File: src/design/sccp_pkg.sv
// package: register map, field layouts and types of the six-channel capture/compare timer
package sccp_pkg;
   // ==========================================================
   // register byte offsets (one aligned 32-bit word each)
   localparam logic [7:0] SCCP_OFF_CTRL = 8'h00;
   localparam logic [7:0] SCCP_OFF_MOD = 8'h04;
   localparam logic [7:0] SCCP_OFF_CNT = 8'h08;
   localparam logic [7:0] SCCP_OFF_SC_BASE = 8'h10;
   localparam logic [7:0] SCCP_SC_STRIDE = 8'h04;
   localparam logic [7:0] SCCP_OFF_VAL_BASE = 8'h40;
   localparam logic [7:0] SCCP_VAL_STRIDE = 8'h08;
   localparam logic [7:0] SCCP_VAL_LO_OFS = 8'h04;
   // ==========================================================
   // control word field positions
   localparam int SCCP_CTRL_RATE_LSB = 0;
   localparam int SCCP_CTRL_STOP_BIT = 4;
   localparam int SCCP_CTRL_CRST_BIT = 5;
   localparam int SCCP_CTRL_OVF_BIT = 7;
   // channel status/control field positions
   localparam int SCCP_SC_FLAG_BIT = 7;
   localparam int SCCP_SC_IE_BIT = 6;
   // ==========================================================
   // reset values and counts
   localparam logic [2:0] SCCP_RATE_RST = 3'h0;
   localparam logic [2:0] SCCP_RATE_EXT = 3'h7;
   localparam logic [15:0] SCCP_MOD_RST = 16'hffff;
   localparam logic SCCP_STOP_RST = 1'b0;
   localparam int SCCP_NUM_CH = 6;
   localparam int SCCP_DIV_W = 6;
   // ==========================================================
   // edge/level select codes
   localparam logic [1:0] SCCP_ELS_OFF = 2'h0;
   localparam logic [1:0] SCCP_ELS_RISE_TGL = 2'h1;
   localparam logic [1:0] SCCP_ELS_FALL_CLR = 2'h2;
   localparam logic [1:0] SCCP_ELS_BOTH_SET = 2'h3;

   // per-channel status/control bits, in register bit order 7..1
   typedef struct packed {
      logic flag;
      logic ie;
      logic buf_mode;
      logic mode_select_lo;
      logic edge_level_sel_hi;
      logic edge_level_sel_lo;
      logic overflow_toggle_enable;
   } sccp_chan_ctrl_t;

   // apb request bundle
   typedef struct packed {
      logic psel;
      logic penable;
      logic pwrite;
      logic [7:0] paddr;
      logic [31:0] pwdata;
   } sccp_apb_req_t;
endpackage

File: src/design/sccp_timer.sv
// six-channel capture/compare/pwm timer with apb register access
//
// Register access over APB and the register offsets were left to the implementer.
`timescale 1ns/100ps

// Functional notes
// - counter clock from seven bus-clock divides or the channel-0 pin, via 3-bit select
// - all channels capture and compare against one common 16-bit counter
// - each channel value is held as high and low 8-bit halves
// - input capture copies the counter into the channel value on the active edge
// - capture edge polarity chosen per channel by two edge/level select bits
// - every qualifying edge overwrites the value regardless of the event flag
// - a set event flag with its enable on raises the interrupt; polling also works
// - reset leaves channel values untouched
// - on compare match the pin is set, cleared or toggled as configured
// - a compare match sets the event flag and may request an interrupt
// - unbuffered compare uses a new value at once; a compare may be skipped
// - buffer bit on channel 0, 2 or 4 links the odd partner; output on even pin
// - even value rules first; last-written channel takes over at each overflow
// - linked odd channel control is unused and its pin is released
// - toggle-on-overflow flips the pin as the counter wraps from the modulo back to zero
// - high select bit alone clears on compare (positive pulse), both bits set (negative)
// - modulo 255 at the fastest rate gives a 256-clock period
// - duty equals channel value over period count
// - mode bits 0:1 unbuffered, 1:0 buffered; high bit wins over low
// - clearing toggle-on-overflow stops overflow toggles, giving zero duty when the pin clears on compare
module sccp_timer #(
   parameter int CHANNELS = 6
) (
   input wire logic pclk,
   input wire logic presetn,
   input wire sccp_pkg::sccp_apb_req_t apb_req,
   output logic [31:0] prdata,
   output logic pready,
   output logic pslverr,
   input wire logic [CHANNELS-1:0] chan_pin_in,
   output logic [CHANNELS-1:0] chan_pin_out,
   output logic [CHANNELS-1:0] chan_pin_oe,
   output logic irq
);
   import sccp_pkg::*;

   // ==========================================================
   // elaboration check
   if (CHANNELS != SCCP_NUM_CH) begin : g_bad_channels
      $error("sccp_timer serves exactly six channels");
   end

   // ==========================================================
   // helpers
   // index of a status/control word, or CHANNELS when the address is not one
   function automatic int sc_index(input logic [7:0] addr);
      int idx;
      idx = CHANNELS;
      for (int i = 0; i < CHANNELS; i++) begin
         if (addr == 8'(SCCP_OFF_SC_BASE + 8'(i) * SCCP_SC_STRIDE)) begin
            idx = i;
         end
      end
      return idx;
   endfunction

   // index of a value half; lo_half tells which half was addressed
   function automatic int val_index(input logic [7:0] addr, input logic lo_half);
      int idx;
      logic [7:0] ofs;
      idx = CHANNELS;
      ofs = lo_half ? SCCP_VAL_LO_OFS : 8'h00;
      for (int i = 0; i < CHANNELS; i++) begin
         if (addr == 8'(SCCP_OFF_VAL_BASE + 8'(i) * SCCP_VAL_STRIDE + ofs)) begin
            idx = i;
         end
      end
      return idx;
   endfunction

   // ==========================================================
   // state
   logic [31:0] prdata_ff;
   logic pready_ff, pslverr_ff;
   logic [2:0] clock_rate_select_ff;
   logic stop_ff, ovf_flag_ff;
   logic [15:0] modulo_ff, count_ff;
   logic [SCCP_DIV_W-1:0] div_ff;
   logic [CHANNELS-1:0] pin_meta_ff, pin_sync_ff, pin_prev_ff;
   sccp_chan_ctrl_t [CHANNELS-1:0] ctrl_ff;
   logic [CHANNELS-1:0][15:0] value_ff;
   logic [CHANNELS-1:0] pin_ff, oe_ff;
   logic [2:0] use_odd_ff, next_odd_ff;
   logic irq_ff;

   // ==========================================================
   // bus decode
   logic wr_en, crst_req;
   int wr_sc, wr_hi, wr_lo, rd_sc, rd_hi, rd_lo;
   logic [7:0] wbyte;
   logic mapped;

   // a write lands only on the access-phase edge where pready is high
   assign wr_en = apb_req.psel & apb_req.penable & pready_ff & apb_req.pwrite;
   assign wbyte = apb_req.pwdata[7:0];
   assign wr_sc = wr_en ? sc_index(apb_req.paddr) : CHANNELS;
   assign wr_hi = wr_en ? val_index(apb_req.paddr, 1'b0) : CHANNELS;
   assign wr_lo = wr_en ? val_index(apb_req.paddr, 1'b1) : CHANNELS;
   assign rd_sc = sc_index(apb_req.paddr);
   assign rd_hi = val_index(apb_req.paddr, 1'b0);
   assign rd_lo = val_index(apb_req.paddr, 1'b1);
   assign crst_req = wr_en & (apb_req.paddr == SCCP_OFF_CTRL) & apb_req.pwdata[SCCP_CTRL_CRST_BIT];
   assign mapped = (apb_req.paddr == SCCP_OFF_CTRL) | (apb_req.paddr == SCCP_OFF_MOD) |
                   (apb_req.paddr == SCCP_OFF_CNT) | (rd_sc < CHANNELS) |
                   (rd_hi < CHANNELS) | (rd_lo < CHANNELS);

   // ==========================================================
   // pin synchronisers: the first stage feeds only the second
   always_ff @(posedge pclk or negedge presetn) begin
      if (!presetn) begin
         pin_meta_ff <= '0;
         pin_sync_ff <= '0;
         pin_prev_ff <= '0;
      end else begin
         pin_meta_ff <= chan_pin_in;
         pin_sync_ff <= pin_meta_ff;
         pin_prev_ff <= pin_sync_ff;
      end
   end

   // ==========================================================
   // prescaler and counter clock select
   logic [SCCP_DIV_W-1:0] div_mask;
   logic ext_rise, tick, ovf;
   logic [15:0] nxt_count;

   assign div_mask = SCCP_DIV_W'((7'h01 << clock_rate_select_ff) - 7'h01);
   assign ext_rise = pin_sync_ff[0] & ~pin_prev_ff[0];
   // select 7 counts on rising edges of the channel-0 pin, others divide by 1..64
   assign tick = ~stop_ff & ((clock_rate_select_ff == SCCP_RATE_EXT) ? ext_rise :
                 ((div_ff & div_mask) == div_mask));
   assign ovf = tick & (count_ff == modulo_ff);
   // compare fires as the counter arrives at the value, so a pulse opened by
   // an overflow lasts exactly value ticks and a value of zero gives zero duty
   assign nxt_count = ovf ? 16'h0000 : count_ff + 16'h0001;

   always_ff @(posedge pclk or negedge presetn) begin
      if (!presetn) begin
         div_ff <= '0;
      end else if (crst_req) begin
         div_ff <= '0;
      end else if (!stop_ff) begin
         div_ff <= div_ff + 1'b1;
      end
   end

   // shared 16-bit counter: up from zero, wraps after reaching the modulo
   always_ff @(posedge pclk or negedge presetn) begin
      if (!presetn) begin
         count_ff <= '0;
      end else if (crst_req) begin
         count_ff <= '0;
      end else if (ovf) begin
         count_ff <= '0;
      end else if (tick) begin
         count_ff <= count_ff + 16'h0001;
      end
   end

   // ==========================================================
   // global control: rate select, stop, modulo, overflow flag (write 1 to clear)
   always_ff @(posedge pclk or negedge presetn) begin
      if (!presetn) begin
         clock_rate_select_ff <= SCCP_RATE_RST;
         stop_ff <= SCCP_STOP_RST;
         modulo_ff <= SCCP_MOD_RST;
         ovf_flag_ff <= 1'b0;
      end else begin
         if (wr_en && apb_req.paddr == SCCP_OFF_CTRL) begin
            clock_rate_select_ff <= apb_req.pwdata[SCCP_CTRL_RATE_LSB +: 3];
            stop_ff <= apb_req.pwdata[SCCP_CTRL_STOP_BIT];
         end
         if (wr_en && apb_req.paddr == SCCP_OFF_MOD) begin
            modulo_ff <= apb_req.pwdata[15:0];
         end
         // set beats clear so an overflow in the clearing cycle survives
         if (ovf) begin
            ovf_flag_ff <= 1'b1;
         end else if (wr_en && apb_req.paddr == SCCP_OFF_CTRL &&
                      apb_req.pwdata[SCCP_CTRL_OVF_BIT]) begin
            ovf_flag_ff <= 1'b0;
         end
      end
   end

   // ==========================================================
   // per-channel mode decode
   logic [CHANNELS-1:0] linked_even, released_odd, oc_mode, ic_mode, cap_evt, cmp_evt;
   logic [CHANNELS-1:0][15:0] cmp_val;
   logic [CHANNELS-1:0][1:0] els;

   always_comb begin
      for (int i = 0; i < CHANNELS; i++) begin
         els[i] = {ctrl_ff[i].edge_level_sel_hi, ctrl_ff[i].edge_level_sel_lo};
         // buffer bit exists only on even channels and overrides the low mode bit
         linked_even[i] = (i % 2 == 0) && ctrl_ff[i].buf_mode;
         released_odd[i] = (i % 2 == 1) && ctrl_ff[i - (i % 2)].buf_mode;
         oc_mode[i] = ~released_odd[i] & (linked_even[i] | ctrl_ff[i].mode_select_lo);
         ic_mode[i] = ~released_odd[i] & ~oc_mode[i];
         // linked pair compares against whichever half is in charge this period
         if (linked_even[i] && use_odd_ff[i/2]) begin
            cmp_val[i] = value_ff[(i+1) % CHANNELS];
         end else begin
            cmp_val[i] = value_ff[i];
         end
         cmp_evt[i] = oc_mode[i] & tick & (nxt_count == cmp_val[i]);
         unique case (els[i])
            SCCP_ELS_RISE_TGL: cap_evt[i] = pin_sync_ff[i] & ~pin_prev_ff[i];
            SCCP_ELS_FALL_CLR: cap_evt[i] = ~pin_sync_ff[i] & pin_prev_ff[i];
            SCCP_ELS_BOTH_SET: cap_evt[i] = pin_sync_ff[i] ^ pin_prev_ff[i];
            SCCP_ELS_OFF: cap_evt[i] = 1'b0;
         endcase
         cap_evt[i] = cap_evt[i] & ic_mode[i];
      end
   end

   // ==========================================================
   // channel status/control registers; flags are write-1-to-clear, set wins
   always_ff @(posedge pclk or negedge presetn) begin
      if (!presetn) begin
         ctrl_ff <= '0;
      end else begin
         for (int i = 0; i < CHANNELS; i++) begin
            if (wr_sc == i) begin
               ctrl_ff[i].ie <= wbyte[SCCP_SC_IE_BIT];
               ctrl_ff[i].buf_mode <= (i % 2 == 0) ? wbyte[5] : 1'b0;
               ctrl_ff[i].mode_select_lo <= wbyte[4];
               ctrl_ff[i].edge_level_sel_hi <= wbyte[3];
               ctrl_ff[i].edge_level_sel_lo <= wbyte[2];
               ctrl_ff[i].overflow_toggle_enable <= wbyte[1];
            end
            if (cap_evt[i] || cmp_evt[i]) begin
               ctrl_ff[i].flag <= 1'b1;
            end else if (wr_sc == i && wbyte[SCCP_SC_FLAG_BIT]) begin
               ctrl_ff[i].flag <= 1'b0;
            end
         end
      end
   end

   // ==========================================================
   // channel values: no reset on purpose, content survives a system reset
   always_ff @(posedge pclk) begin
      for (int i = 0; i < CHANNELS; i++) begin
         if (cap_evt[i]) begin
            value_ff[i] <= count_ff;
         end else begin
            if (wr_hi == i) begin
               value_ff[i][15:8] <= wbyte;
            end
            if (wr_lo == i) begin
               value_ff[i][7:0] <= wbyte;
            end
         end
      end
   end

   // ==========================================================
   // buffered pairs: remember last-written half, hand over at overflow
   always_ff @(posedge pclk or negedge presetn) begin
      if (!presetn) begin
         use_odd_ff <= '0;
         next_odd_ff <= '0;
      end else begin
         for (int p = 0; p < CHANNELS / 2; p++) begin
            if (!ctrl_ff[2*p].buf_mode) begin
               // unlinked: even channel takes charge first when linking starts
               use_odd_ff[p] <= 1'b0;
               next_odd_ff[p] <= 1'b0;
            end else begin
               if (wr_hi == 2*p+1 || wr_lo == 2*p+1) begin
                  next_odd_ff[p] <= 1'b1;
               end else if (wr_hi == 2*p || wr_lo == 2*p) begin
                  next_odd_ff[p] <= 1'b0;
               end
               if (ovf) begin
                  use_odd_ff[p] <= next_odd_ff[p];
               end
            end
         end
      end
   end

   // ==========================================================
   // pin drive: a compare action in the same tick as an overflow replaces the overflow toggle
   always_ff @(posedge pclk or negedge presetn) begin
      if (!presetn) begin
         pin_ff <= '0;
         oe_ff <= '0;
      end else begin
         for (int i = 0; i < CHANNELS; i++) begin
            // linked odd pins are released to general-purpose use
            oe_ff[i] <= oc_mode[i] & (els[i] != SCCP_ELS_OFF);
            if (cmp_evt[i]) begin
               unique case (els[i])
                  SCCP_ELS_RISE_TGL: pin_ff[i] <= ~pin_ff[i];
                  SCCP_ELS_FALL_CLR: pin_ff[i] <= 1'b0;
                  SCCP_ELS_BOTH_SET: pin_ff[i] <= 1'b1;
                  SCCP_ELS_OFF: pin_ff[i] <= pin_ff[i];
               endcase
            end else if (ovf && oc_mode[i] && ctrl_ff[i].overflow_toggle_enable) begin
               pin_ff[i] <= ~pin_ff[i];
            end
         end
      end
   end

   // ==========================================================
   // interrupt request from any enabled channel flag
   always_ff @(posedge pclk or negedge presetn) begin
      if (!presetn) begin
         irq_ff <= 1'b0;
      end else begin
         irq_ff <= 1'b0;
         for (int i = 0; i < CHANNELS; i++) begin
            if (ctrl_ff[i].flag && ctrl_ff[i].ie) begin
               irq_ff <= 1'b1;
            end
         end
      end
   end

   // ==========================================================
   // apb answer: zero wait states, pready raised for the access phase
   always_ff @(posedge pclk or negedge presetn) begin
      if (!presetn) begin
         pready_ff <= 1'b0;
         pslverr_ff <= 1'b0;
         prdata_ff <= '0;
      end else begin
         pready_ff <= apb_req.psel & ~apb_req.penable & ~pready_ff;
         pslverr_ff <= apb_req.psel & ~apb_req.penable & ~pready_ff & ~mapped;
         prdata_ff <= '0;
         if (apb_req.psel && !apb_req.penable && !apb_req.pwrite) begin
            if (apb_req.paddr == SCCP_OFF_CTRL) begin
               prdata_ff <= {24'h000000, ovf_flag_ff, 2'h0, stop_ff, 1'b0, clock_rate_select_ff};
            end else if (apb_req.paddr == SCCP_OFF_MOD) begin
               prdata_ff <= {16'h0000, modulo_ff};
            end else if (apb_req.paddr == SCCP_OFF_CNT) begin
               prdata_ff <= {16'h0000, count_ff};
            end else if (rd_sc < CHANNELS) begin
               prdata_ff <= {24'h000000, ctrl_ff[rd_sc], 1'b0};
            end else if (rd_hi < CHANNELS) begin
               prdata_ff <= {24'h000000, value_ff[rd_hi][15:8]};
            end else if (rd_lo < CHANNELS) begin
               prdata_ff <= {24'h000000, value_ff[rd_lo][7:0]};
            end
         end
      end
   end

   assign prdata = prdata_ff;
   assign pready = pready_ff;
   assign pslverr = pslverr_ff;
   assign chan_pin_out = pin_ff;
   assign chan_pin_oe = oe_ff;
   assign irq = irq_ff;
endmodule

File: config.mk
export PLATFORM = sky130hd
export DESIGN_NAME = sccp_timer
export DESIGN_NICKNAME = d
export VERILOG_FILES = /design/src/design/sccp_pkg.sv /design/src/design/sccp_timer.sv
export SDC_FILE = /design/constraint.sdc
export NUM_CORES = 1
export LEC_CHECK = 0
export BUFFER_PORTS_ARGS = -buffer_cell sky130_fd_sc_hd__buf_2
export CAP_MARGIN = 20
export CORE_UTILIZATION = 35
export CTS_CLUSTER_DIAMETER = 60
export DETAILED_ROUTE_END_ITERATION = 6
export GPL_TIMING_DRIVEN = 0
export HOLD_SLACK_MARGIN = 0.05
export PLACE_DENSITY = 0.58
export SETUP_SLACK_MARGIN = 0.4
export SYNTH_ARGS = -nofsm -noshare
export SYNTH_HDL_FRONTEND = slang
export SYNTH_SLANG_ARGS = --single-unit
File: constraint.sdc
create_clock -name pclk -period 4 [get_ports pclk]
set_input_delay 0.4 -clock pclk [delete_from_list [all_inputs] [get_ports pclk]]
set_output_delay 0.4 -clock pclk [all_outputs]
set_load 0.01 [all_outputs]
==> results of run 1 <==
==> repair_timing <==
action,in CTS,in global routing
setup buffers,6,3
endpoints found under the hold margin,40,0
endpoints found under the setup margin,25,12
pin swaps,4,2
cloned,0,0
resized for setup,39,32
hold buffers,9,0
==> metrics by stage <==
step                      instances  hold slack, ns  power, mW
final                          2084         0.05844      6.482
after global routing           2083         0.06075      6.674
after CTS                      2079         0.05115      6.447
after global placement         2004          0.3361      3.742
after detailed placement       2012          0.3355      3.782
after floorplan                1414          0.1044      3.311
==> final timing paths <==
check,startpoint,endpoint,slack (ns),depth (start not counted)
setup / recovery,count_ff[9],chan_pin_out[1],0.44,8
setup reg to reg,count_ff[9],chan_pin_out[1],0.44,8
hold / removal,apb_req[9],modulo_ff[9],0.06,2
max in group asynchronous,presetn,use_odd_ff[1],2.87,3
hold reg to reg,pin_meta_ff[3],pin_sync_ff[3],0.35,0
min in group asynchronous,presetn,prdata[12],0.32,2
==> sequential cells by signal, summed over array words and instances (netlist names), 16 cells and up <==
name,cells
value_ff,48
prdata,16
ctrl_ff,39
modulo_ff,16
cmp_val,48
count_ff,16
==> routing by layer <==
layer	vias to the layer above	wire length (µm)	part of all wire (%)	global-route usage, %
li1	5490	-	-	-
met1	6360	25340	41	38.91
met2	724	27130	44	44.85
met3	161	5261	8.6	4.788
met4	2	3318	5.4	14.52
met5	-	8	0.013	0
==> cells in the final DEF, fill, tap and decap left out, types with 9 or more instances in the layout <==
cell type / netlist / layout
a211oi_1: 13 / 13
a21oi_1: 61 / 61
a221oi_1: 20 / 20
a22oi_1: 19 / 19
a31oi_1: 14 / 14
and2_1: 10 / 10
buf_2: 5 / 62
buf_4: 19 / 33
clkbuf_1: 83 / 82
clkbuf_16: 0 / 30
clkbuf_2: 1 / 9
conb_1: 1 / 16
dfrtp_1: 121 / 120
dfstp_2: 16 / 16
dlygate4sd3_1: 0 / 9
edfxtp_1: 96 / 96
ha_1: 14 / 13
inv_1: 30 / 30
mux2_2: 153 / 153
mux2i_1: 80 / 80
mux4_2: 11 / 11
nand2_1: 105 / 105
nand3_1: 39 / 38
nand4_1: 18 / 18
nor2_1: 83 / 81
nor2b_1: 17 / 17
nor3_1: 26 / 25
nor4_1: 16 / 12
o211ai_1: 9 / 9
o21ai_0: 61 / 60
o22a_1: 9 / 9
o22ai_1: 20 / 20
or3_1: 11 / 11
xnor2_1: 39 / 32
xor2_1: 34 / 28
==> cell type report <==
| type | count | area (µm²) | share of cell area [%] |
|---|---|---|---|
| multi-input combinational | 1035 | 8019 | 46.66 |
| clock inverter | 7 | 96.34 | 0.5605 |
| inverter | 30 | 112.6 | 0.6552 |
| buffer | 116 | 559.3 | 3.254 |
| sequential | 233 | 6332 | 36.84 |
| clock buffer | 45 | 857.1 | 4.987 |
| tap | 532 | 665.6 | 3.873 |
| timing repair buffer | 85 | 543.0 | 3.159 |
| antenna | 1 | 2.502 | 0.01456 |
==> power by group through the flow <==
stage | Clock [mW] | Combinational, mW | Sequential, mW
finish | 2.61 | 1.29 | 2.59
global route | 2.73 | 1.35 | 2.59
CTS | 2.64 | 1.22 | 2.59
detailed placement | 0 | 1.15 | 2.63
global placement | 0 | 1.11 | 2.63
floorplan | 0 | 0.694 | 2.62
==> cell families (layout without fill, tap and decap cells) <==
| group | after synthesis | after routing | synth area share (%) |
|---|---|---|---|
| AOI/OAI and AO/OA | 298 | 298 | 13.76 |
| xor gates and xnor gates | 76 | 76 | 4.785 |
| adders and majority gates | 14 | 14 | 1.196 |
| buffers and inverters | 146 | 283 | 4.281 |
| DFF | 233 | 233 | 43.23 |
| muxes | 244 | 244 | 18.93 |
| other | 1 | 17 | 0.02561 |
| and+or+nand+nor | 387 | 387 | 13.80 |
==> results.md, run 1 <==
- Final hold violation count: 0
- Failing checks: design-rule violations
- Power Density: 377.1 nW/µm²
- CP startpoint kind: register
- Switch share: 30.29%
- Period minus WS final: 3.558 ns
- CTS tree: done
- Flop pwr share: between 30% and 40%
- Max-slew violations: 0
- Number of I/O pins: 98
- LEAKAGE: 6.988 nW
- Drt via density: just over 6
- Crit. End Element: register
- Total gr overflow: 0
- Cell Rows: 74
- Fmax: 0.2811 GHz
- Worst-path clk slew: 0.06 ns
- Final setup margin: 0.4419 ns
- Max incr delay on CP: 0.55 ns
- Post-DP HPWL: 46.74 mm
- Vias: 12740
- Fin Setup TNS: 0 ns
- Synth top cells by count: mux2_2 (153), dfrtp_1 (121), nand2_1 (105), edfxtp_1 (96)
- Pin count of the biggest net entering global routing: 97
- Worst slew margin: 23.32%
- Number of fillers in the final layout: 4032
- Required time worst endpoint: 4.45 ns
- Largest fanout on the critical path: 10
- Master of the slowest instance on the critical path: nor4_1
- Core area: 41020 µm²
- Routed WL: 61.05 mm
- Routed len/inst: approximately 30 µm
- Min-Delay Path Class: input port to register
- Final std cell area, no fill: 17190 µm²
- Cells after Synth: 1399
- Post-place instance area: about 16000 µm²
- CP arrival: 4.01 ns
- Area Overhead vs Synth: 17.37%
- Crit-path leading delay family: compound AO/OA/AOI/OAI gates
- Top-count cell post-synth: mux2_2
- Area share of the largest cell type after synthesis: 20.68%
- Area leader, netlist: dfrtp_1
- PortBufs: slightly below 60
- Switch Pwr: ~2 mW
- Library cells used by synthesis: 82
- Combinational fraction of design power: roughly a fifth
- Final Cycle Share: 88.95%
- Worst-Skew Late Latency: a little under 0.6 ns
- Area of the die: about 43000 µm²
- Drt drc: 6
- RSZ-0062 raised after global routing: true
- Post-route ant nets: 0
- Antenna violations before repair: 3
- Initial core utilization: between 30% and 40%
- Worst path cell trace: buf_2 -> nand2_1 -> nor4_1 -> xnor2_2 -> a221o_1 -> a2111oi_0 -> o2111ai_2 -> mux2i_1
- Die H: between 200 and 250 µm
- # nets final: 1594
- Pre-CTS setup slack: -1.552 ns
- Syn Area/Cell: 10.47 µm²
- Clk network pwr share: 40.2%
- Cell area after synthesis: 14640 µm²
- Root Buffer: clkbuf_16
- Final Core Density: 41.90%
- RePlAce Congestion: 1.040
- Seq/Total Area, Yosys: 43.23%
- CTS Buf Count: 28
- Initial DRC count: about 1400
- First-pass GRT wire length: 87.57 mm
- Seq cells post-synth: 233
- # clock sinks: 233
- Main synth FF type: dfrtp_1
- Htree depth: 1
- VDD IR max: between 0.0003 and 0.0004 V
- Status: complete, but fails checks
- Setup violations, final: 0
- YS warnings: 0
- Async set-reset flop share out of synthesis: between 50% and 60%
- Setup Crit Path Kind: register to register
- Worst Max-Slew Pin Slew: 1.148 ns
- Die width: between 200 and 250 µm
- CP bufs+invs: 1
- Clock Skew: 0.03607 ns
- Number of synthesized flops with an enable pin: 96
- All-Layer GR Usage: 28.90%
- First drt pass iteration count: 7
- CTS max path bufs: 3
- Max Cap Viol: 0
- Share of cells above drive strength 1: 24.82%
- Pint: 4.518 mW
- Largest cells by area after synthesis: dfrtp_1 (21%), edfxtp_1 (20%), mux2_2 (12%)
- Number of global-route vias before repair: 12300
No activity file was read; power rests on OpenSTA's default activity.
==> run 2, diff against run 1 <==
Settings changed: CELL_PAD_IN_SITES_DETAIL_PLACEMENT set to 1, CELL_PAD_IN_SITES_GLOBAL_PLACEMENT set to 1, PLACE_DENSITY 0.58 to 0.68.
Clock period 4 ns to 4.1 ns, I/O delays scaled along.
==> results.md, run 2 (same netlist as run 1, synthesis figures left out) <==
- Vias: 12730
- VDD IR max: 0.0002825 V
- Crit-path leading delay family: compound AO/OA/AOI/OAI gates
- CP bufs+invs: 0
- Largest fanout on the critical path: 7
- Number of I/O pins: 98
- Reg2reg start: clock_rate_select_ff[2]
- Most common cell after layout, fill and taps aside: mux2_2
- Flop2flop setup slack: roughly 0.45 ns
- Initial DRC count: 1268
- Crit. End Element: register
- # nets final: 1586
- Switch Pwr: around 1.8 mW
- Root Buffer: clkbuf_16
- Final Cycle Share: 89.08%
- Worst path cell trace: nor2b_1 -> o221a_2 -> o21ai_1 -> nand2_1 -> a221o_1 -> a2111oi_1 -> o2111ai_2 -> mux2i_1
- Number of fillers in the final layout: 4610
- Failing checks: design-rule violations
- Max Cap Viol: 0
- Cell Rows: 74
- Htree depth: 1
- Period minus WS final: around 3.7 ns
- Clock Skew: 0.01534 ns
- Switch share: between 30 and 40%
- Fmax: 0.2738 GHz
- Worst-Skew Late Latency: about 0.57 ns
- CTS Buf Count: 27
- Placed Instances: 2012
- Drt drc: 6
- Hold_ws: ~0.08 ns
- Post-route ant nets: 0
- RePlAce Congestion: slightly above 1
- Clk network pwr share: 39.2%
- Area Overhead vs Synth: 15.80%
- Power Density: 361.8 nW/µm²
- Required time worst endpoint: 4.53 ns
- Initial core utilization: 35.70%
- Max incr delay on CP: 0.56 ns
- CTS max path bufs: 3
- Post-DP HPWL: ~48 mm
- Worst setup startpoint: clock_rate_select_ff[2]
- Die width: 206.6 µm
- Max-slew violations: 0
- Hold_sp: apb_req[13]
- Setup violations, final: 0
- Master of the slowest instance on the critical path: o21ai_1
- Routed WL: 61.97 mm
- Drt via density: 6.139
- Total gr overflow: 0
- Combinational fraction of design power: 19.5%
- Worst slew margin: ~33%
- First drt pass iteration count: 7
- CP arrival: approximately 4.1 ns
- Final instance count without filler cells: 2074
- First-pass GRT wire length: 90.88 mm
- LEAKAGE: around 7 nW
- PortBufs: 58
- Worst Max-Slew Pin Slew: 1.002 ns
- Number of global-route vias before repair: 13300
- Flop pwr share: 41.2%
- Die H: 206.6 µm
- Setup Crit Path Kind: register to register
- Min-Delay Path Class: input port to register
- Share of cells above drive strength 1: 23.88%
- Antenna violations before repair: 0
- Commonest non-fill, non-tap cells in the layout: mux2_2 (153), dfrtp_1 (120), nand2_1 (105), edfxtp_1 (96), clkbuf_1 (83)
- Worst-path clk slew: 0.06 ns
- Final hold violation count: 0
- Status: complete, but fails checks
- Pint: 4.290 mW
- Routed len/inst: 29.88 µm
- RSZ-0062 raised after global routing: true
- Final Core Density: 41.34%
- CP startpoint kind: register
- # clock sinks: 233
- Pin count of the biggest net entering global routing: slightly below 100
- CTS tree: done
- All-Layer GR Usage: between 20% and 30%
- Area of the die: approximately 43000 µm²
- Core area: 41020 µm²
[run 2: metal layers]
layer  part of all wire (%)  vias up  wire, µm  GRT usage, %
li1                       -     5466         -             -
met1                     40     6494     25040         38.54
met2                     47      620     29090         48.14
met3                    7.6      152      4694         4.380
met4                    5.1        0      3140         13.92
met5                      0        -         0             0
[run 2: repair_timing]
item,in CTS,in global routing
hold buffers,8,0
resized for setup,34,28
endpoints found under the hold margin,48,0
pin swaps,3,1
endpoints found under the setup margin,15,12
buffers inserted,3,0
[run 2: power groups by stage]
stage	sequential, mW	combinational, mW	clock (mW)
6_report	2.53	1.20	2.41
5_1_grt	2.53	1.27	2.51
4_1_cts	2.53	1.16	2.45
3_5_place_dp	2.57	1.12	0
3_3_place_gp	2.57	1.08	0
2_1_floorplan	2.55	0.677	0
[run 2: worst register-to-register path, cell delays in order, from the launching register on]
cell	delay (ns)
dfrtp_1	0.49
nor2b_1	0.19
o221a_2	0.30
o21ai_1	0.56
nand2_1	0.46
a221o_1	0.39
a2111oi_1	0.53
o2111ai_2	0.39
mux2i_1	0.21
[run 2: worst paths after layout]
kind,cells past startpoint,endpoint
max,8,chan_pin_out[1]
min,2,modulo_ff[13]
max reg2reg,8,chan_pin_out[1]
min reg2reg,0,pin_sync_ff[2]
max in group asynchronous,3,count_ff[0]
min in group asynchronous,2,chan_pin_out[3]
[run 2: final cells by class]
| class | count | area (µm²) | area share, % |
|---|---|---|---|
| clock buffers | 42 | 763.2 | 4.501 |
| multi-input cells | 1035 | 7935 | 46.79 |
| inverters | 30 | 112.6 | 0.6641 |
| repair buffers | 78 | 484.2 | 2.855 |
| plain buffers | 116 | 555.5 | 3.276 |
| clock inverters | 7 | 106.4 | 0.6272 |
| diodes | 1 | 2.502 | 0.01476 |
| flip-flops and latches | 233 | 6332 | 37.34 |
| well taps | 532 | 665.6 | 3.925 |
[run 2: metrics by stage]
| step | TNS, ns | cell area, µm² | setup slack (ns) | total power [mW] |
|---|---|---|---|---|
| final | 0 | 16960 | 0.4478 | 6.135 |
| after global routing | 0 | 16960 | 0.3354 | 6.314 |
| after CTS | 0 | 16860 | 0.4097 | 6.132 |
| after detailed placement | -7.897 | 15740 | -0.9440 | 3.690 |
| after global placement | -11.87 | 15660 | -1.661 | 3.646 |
| after floorplan | 0 | 14700 | 0.8608 | 3.231 |
==> run 3, diff against run 2 <==
Settings changed: CELL_PAD_IN_SITES_GLOBAL_PLACEMENT 1 to 2, PLACE_DENSITY 0.68 to 0.78.
==> results.md, run 3 (same netlist as run 1, synthesis figures left out) <==
- Status: complete, no violations
- Number of I/O pins: 98
- Hold depth: 2
- Final Cycle Share: 90.20%
- Pin count of the biggest net entering global routing: 62
- Hold Path End: modulo_ff[14]
- Largest fanout on the critical path: 10
- Total gr overflow: 0
- Routed WL: 62.44 mm
- First drt pass iteration count: 5
- Reg2reg path depth: 7
- Post-route ant nets: 0
- Post-DP HPWL: 48.12 mm
- Drt via density: roughly 6
- Cell Rows: 74
- Hold_sp: apb_req[14]
- CP startpoint kind: register
- Worst Max-Slew Pin Slew: ~1.1 ns
- Die width: approximately 210 µm
- Min-Delay Path Class: input port to register
- Worst-Skew Late Latency: 0.55 ns
- Most common cell after layout, fill and taps aside: mux2_2
- Commonest non-fill, non-tap cells in the layout: mux2_2 (153), dfrtp_1 (120), nand2_1 (105), edfxtp_1 (96), nor2_1 (81)
- Final setup margin: between 0.4 and 0.5 ns
- Share of cells above drive strength 1: 24.79%
- Final hold violation count: 0
- Initial core utilization: 35.70%
- Final instance count without filler cells: 2074
- Die H: 206.6 µm
- Max-slew violations: 0
- LEAKAGE: 6.990 nW
- RSZ-0062 raised after global routing: true
- Master of the slowest instance on the critical path: buf_1
- RePlAce Congestion: 0.9956
- Area Overhead vs Synth: 17.17%
- PortBufs: 58
- Worst slew margin: 27.13%
- Max incr delay on CP: 0.75 ns
- Crit. End Element: register
- Root Buffer: clkbuf_16
- CTS max path bufs: 3
- Required time worst endpoint: 4.54 ns
- Fmax: 0.2704 GHz
- Placed Instances: 2010
- Antenna violations before repair: 2
- Htree depth: 1
- Vias: between 10000 and 15000
- Flop2flop setup slack: between 0.4 and 0.5 ns
- Max Cap Viol: 0
- Crit-path leading delay family: simple AND/OR/NAND/NOR gates
- Worst-path clk slew: 0.06 ns
- VDD IR max: roughly 0.00036 V
- R2R Path End: chan_pin_out[4]
- Core area: 41020 µm²
- Setup violations, final: 0
- First-pass GRT wire length: about 90 mm
- Levels on crit path: 7
- CP bufs+invs: 1
- CTS Buf Count: 28
- Post-route total power: 6.331 mW
- Number of fillers in the final layout: 4551
- Period minus WS final: 3.698 ns
- Drt drc: 0
- Setup Crit Path Kind: register to register
- Pre-CTS setup slack: -1.104 ns
- Routed len/inst: 30.11 µm
- Area of the die: 42660 µm²
- Reg2reg start: count_ff[7]
- Initial DRC count: 1139
- CP arrival: 4.14 ns
- Power Density: about 370 nW/µm²
- CTS tree: done
- Clock Skew: 0.01538 ns
- Number of global-route vias before repair: 13100
- All-Layer GR Usage: 29.55%
- # nets final: 1585
- Worst path cell trace: buf_1 -> xor2_2 -> o22ai_1 -> or3_1 -> or4_1 -> or4b_4 -> mux2i_1
- # clock sinks: between 200 and 250
==> run 3: cell type report <==
class | instances | area [µm²] | area share (%)
Antenna cell | 1 | 2.502 | 0.01458
Buffer | 116 | 565.5 | 3.296
Multi-Input combinational cell | 1035 | 8013 | 46.70
Clock inverter | 9 | 82.58 | 0.4813
Inverter | 30 | 112.6 | 0.6563
Tap cell | 532 | 665.6 | 3.880
Sequential cell | 233 | 6332 | 36.91
Timing Repair Buffer | 76 | 486.7 | 2.837
Clock buffer | 42 | 897.1 | 5.229
==> run 3: worst reg2reg max path, stage by stage, from the launching register on <==
cell and delay [ns]:
dfrtp_1 0.53, buf_1 0.75, xor2_2 0.51, o22ai_1 0.13
or3_1 0.38, or4_1 0.53, or4b_4 0.59, mux2i_1 0.16
==> run 3: report_power, final <==
| part | internal [mW] | switching, mW |
|---|---|---|
| combinational | 0.404 | 0.800 |
| clock | 1.57 | 1.03 |
| sequential | 2.47 | 0.0523 |
| total | 4.45 | 1.88 |
==> run 3: worst max path at each step <==
stage	from	endpoint
floorplan	count_ff[0]	chan_pin_out[4]
global placement	count_ff[15]	chan_pin_out[0]
detailed placement	count_ff[15]	chan_pin_out[2]
CTS	count_ff[5]	chan_pin_out[2]
global route	count_ff[1]	chan_pin_out[2]
finish	count_ff[7]	chan_pin_out[4]
==> run 3: metrics by stage <==
step	setup TNS, ns	util, %	area (µm²)	hold WS, ns
after floorplan	0	-	14700	0.1144
after global placement	-13.69	38.17	15660	0.3334
after detailed placement	-10.75	38.41	15760	0.2630
after CTS	0	41.44	17000	0.07218
after global routing	0	41.82	17160	0.07890
final	0	41.83	17160	0.08764
==> run 3: per-layer routing <==
layer / global-route usage, % / up-vias / share of wire, %
met5: 1.613 / - / 0.16
met3: 3.297 / 145 / 6.3
met1: 39.57 / 6522 / 42
met2: 48.61 / 512 / 47
li1: - / 5464 / -
met4: 11.69 / 4 / 4.2
==> run 3: repair_timing <==
| action | 4_1_cts | 5_1_grt |
|---|---|---|
| endpoints found under the setup margin | 17 | 13 |
| pin swaps | 4 | 1 |
| buffers inserted | 4 | 0 |
| hold endpoints to repair | 128 | 0 |
| cloned | 0 | 0 |
| hold buffers | 8 | 0 |
| gates resized for setup | 35 | 38 |
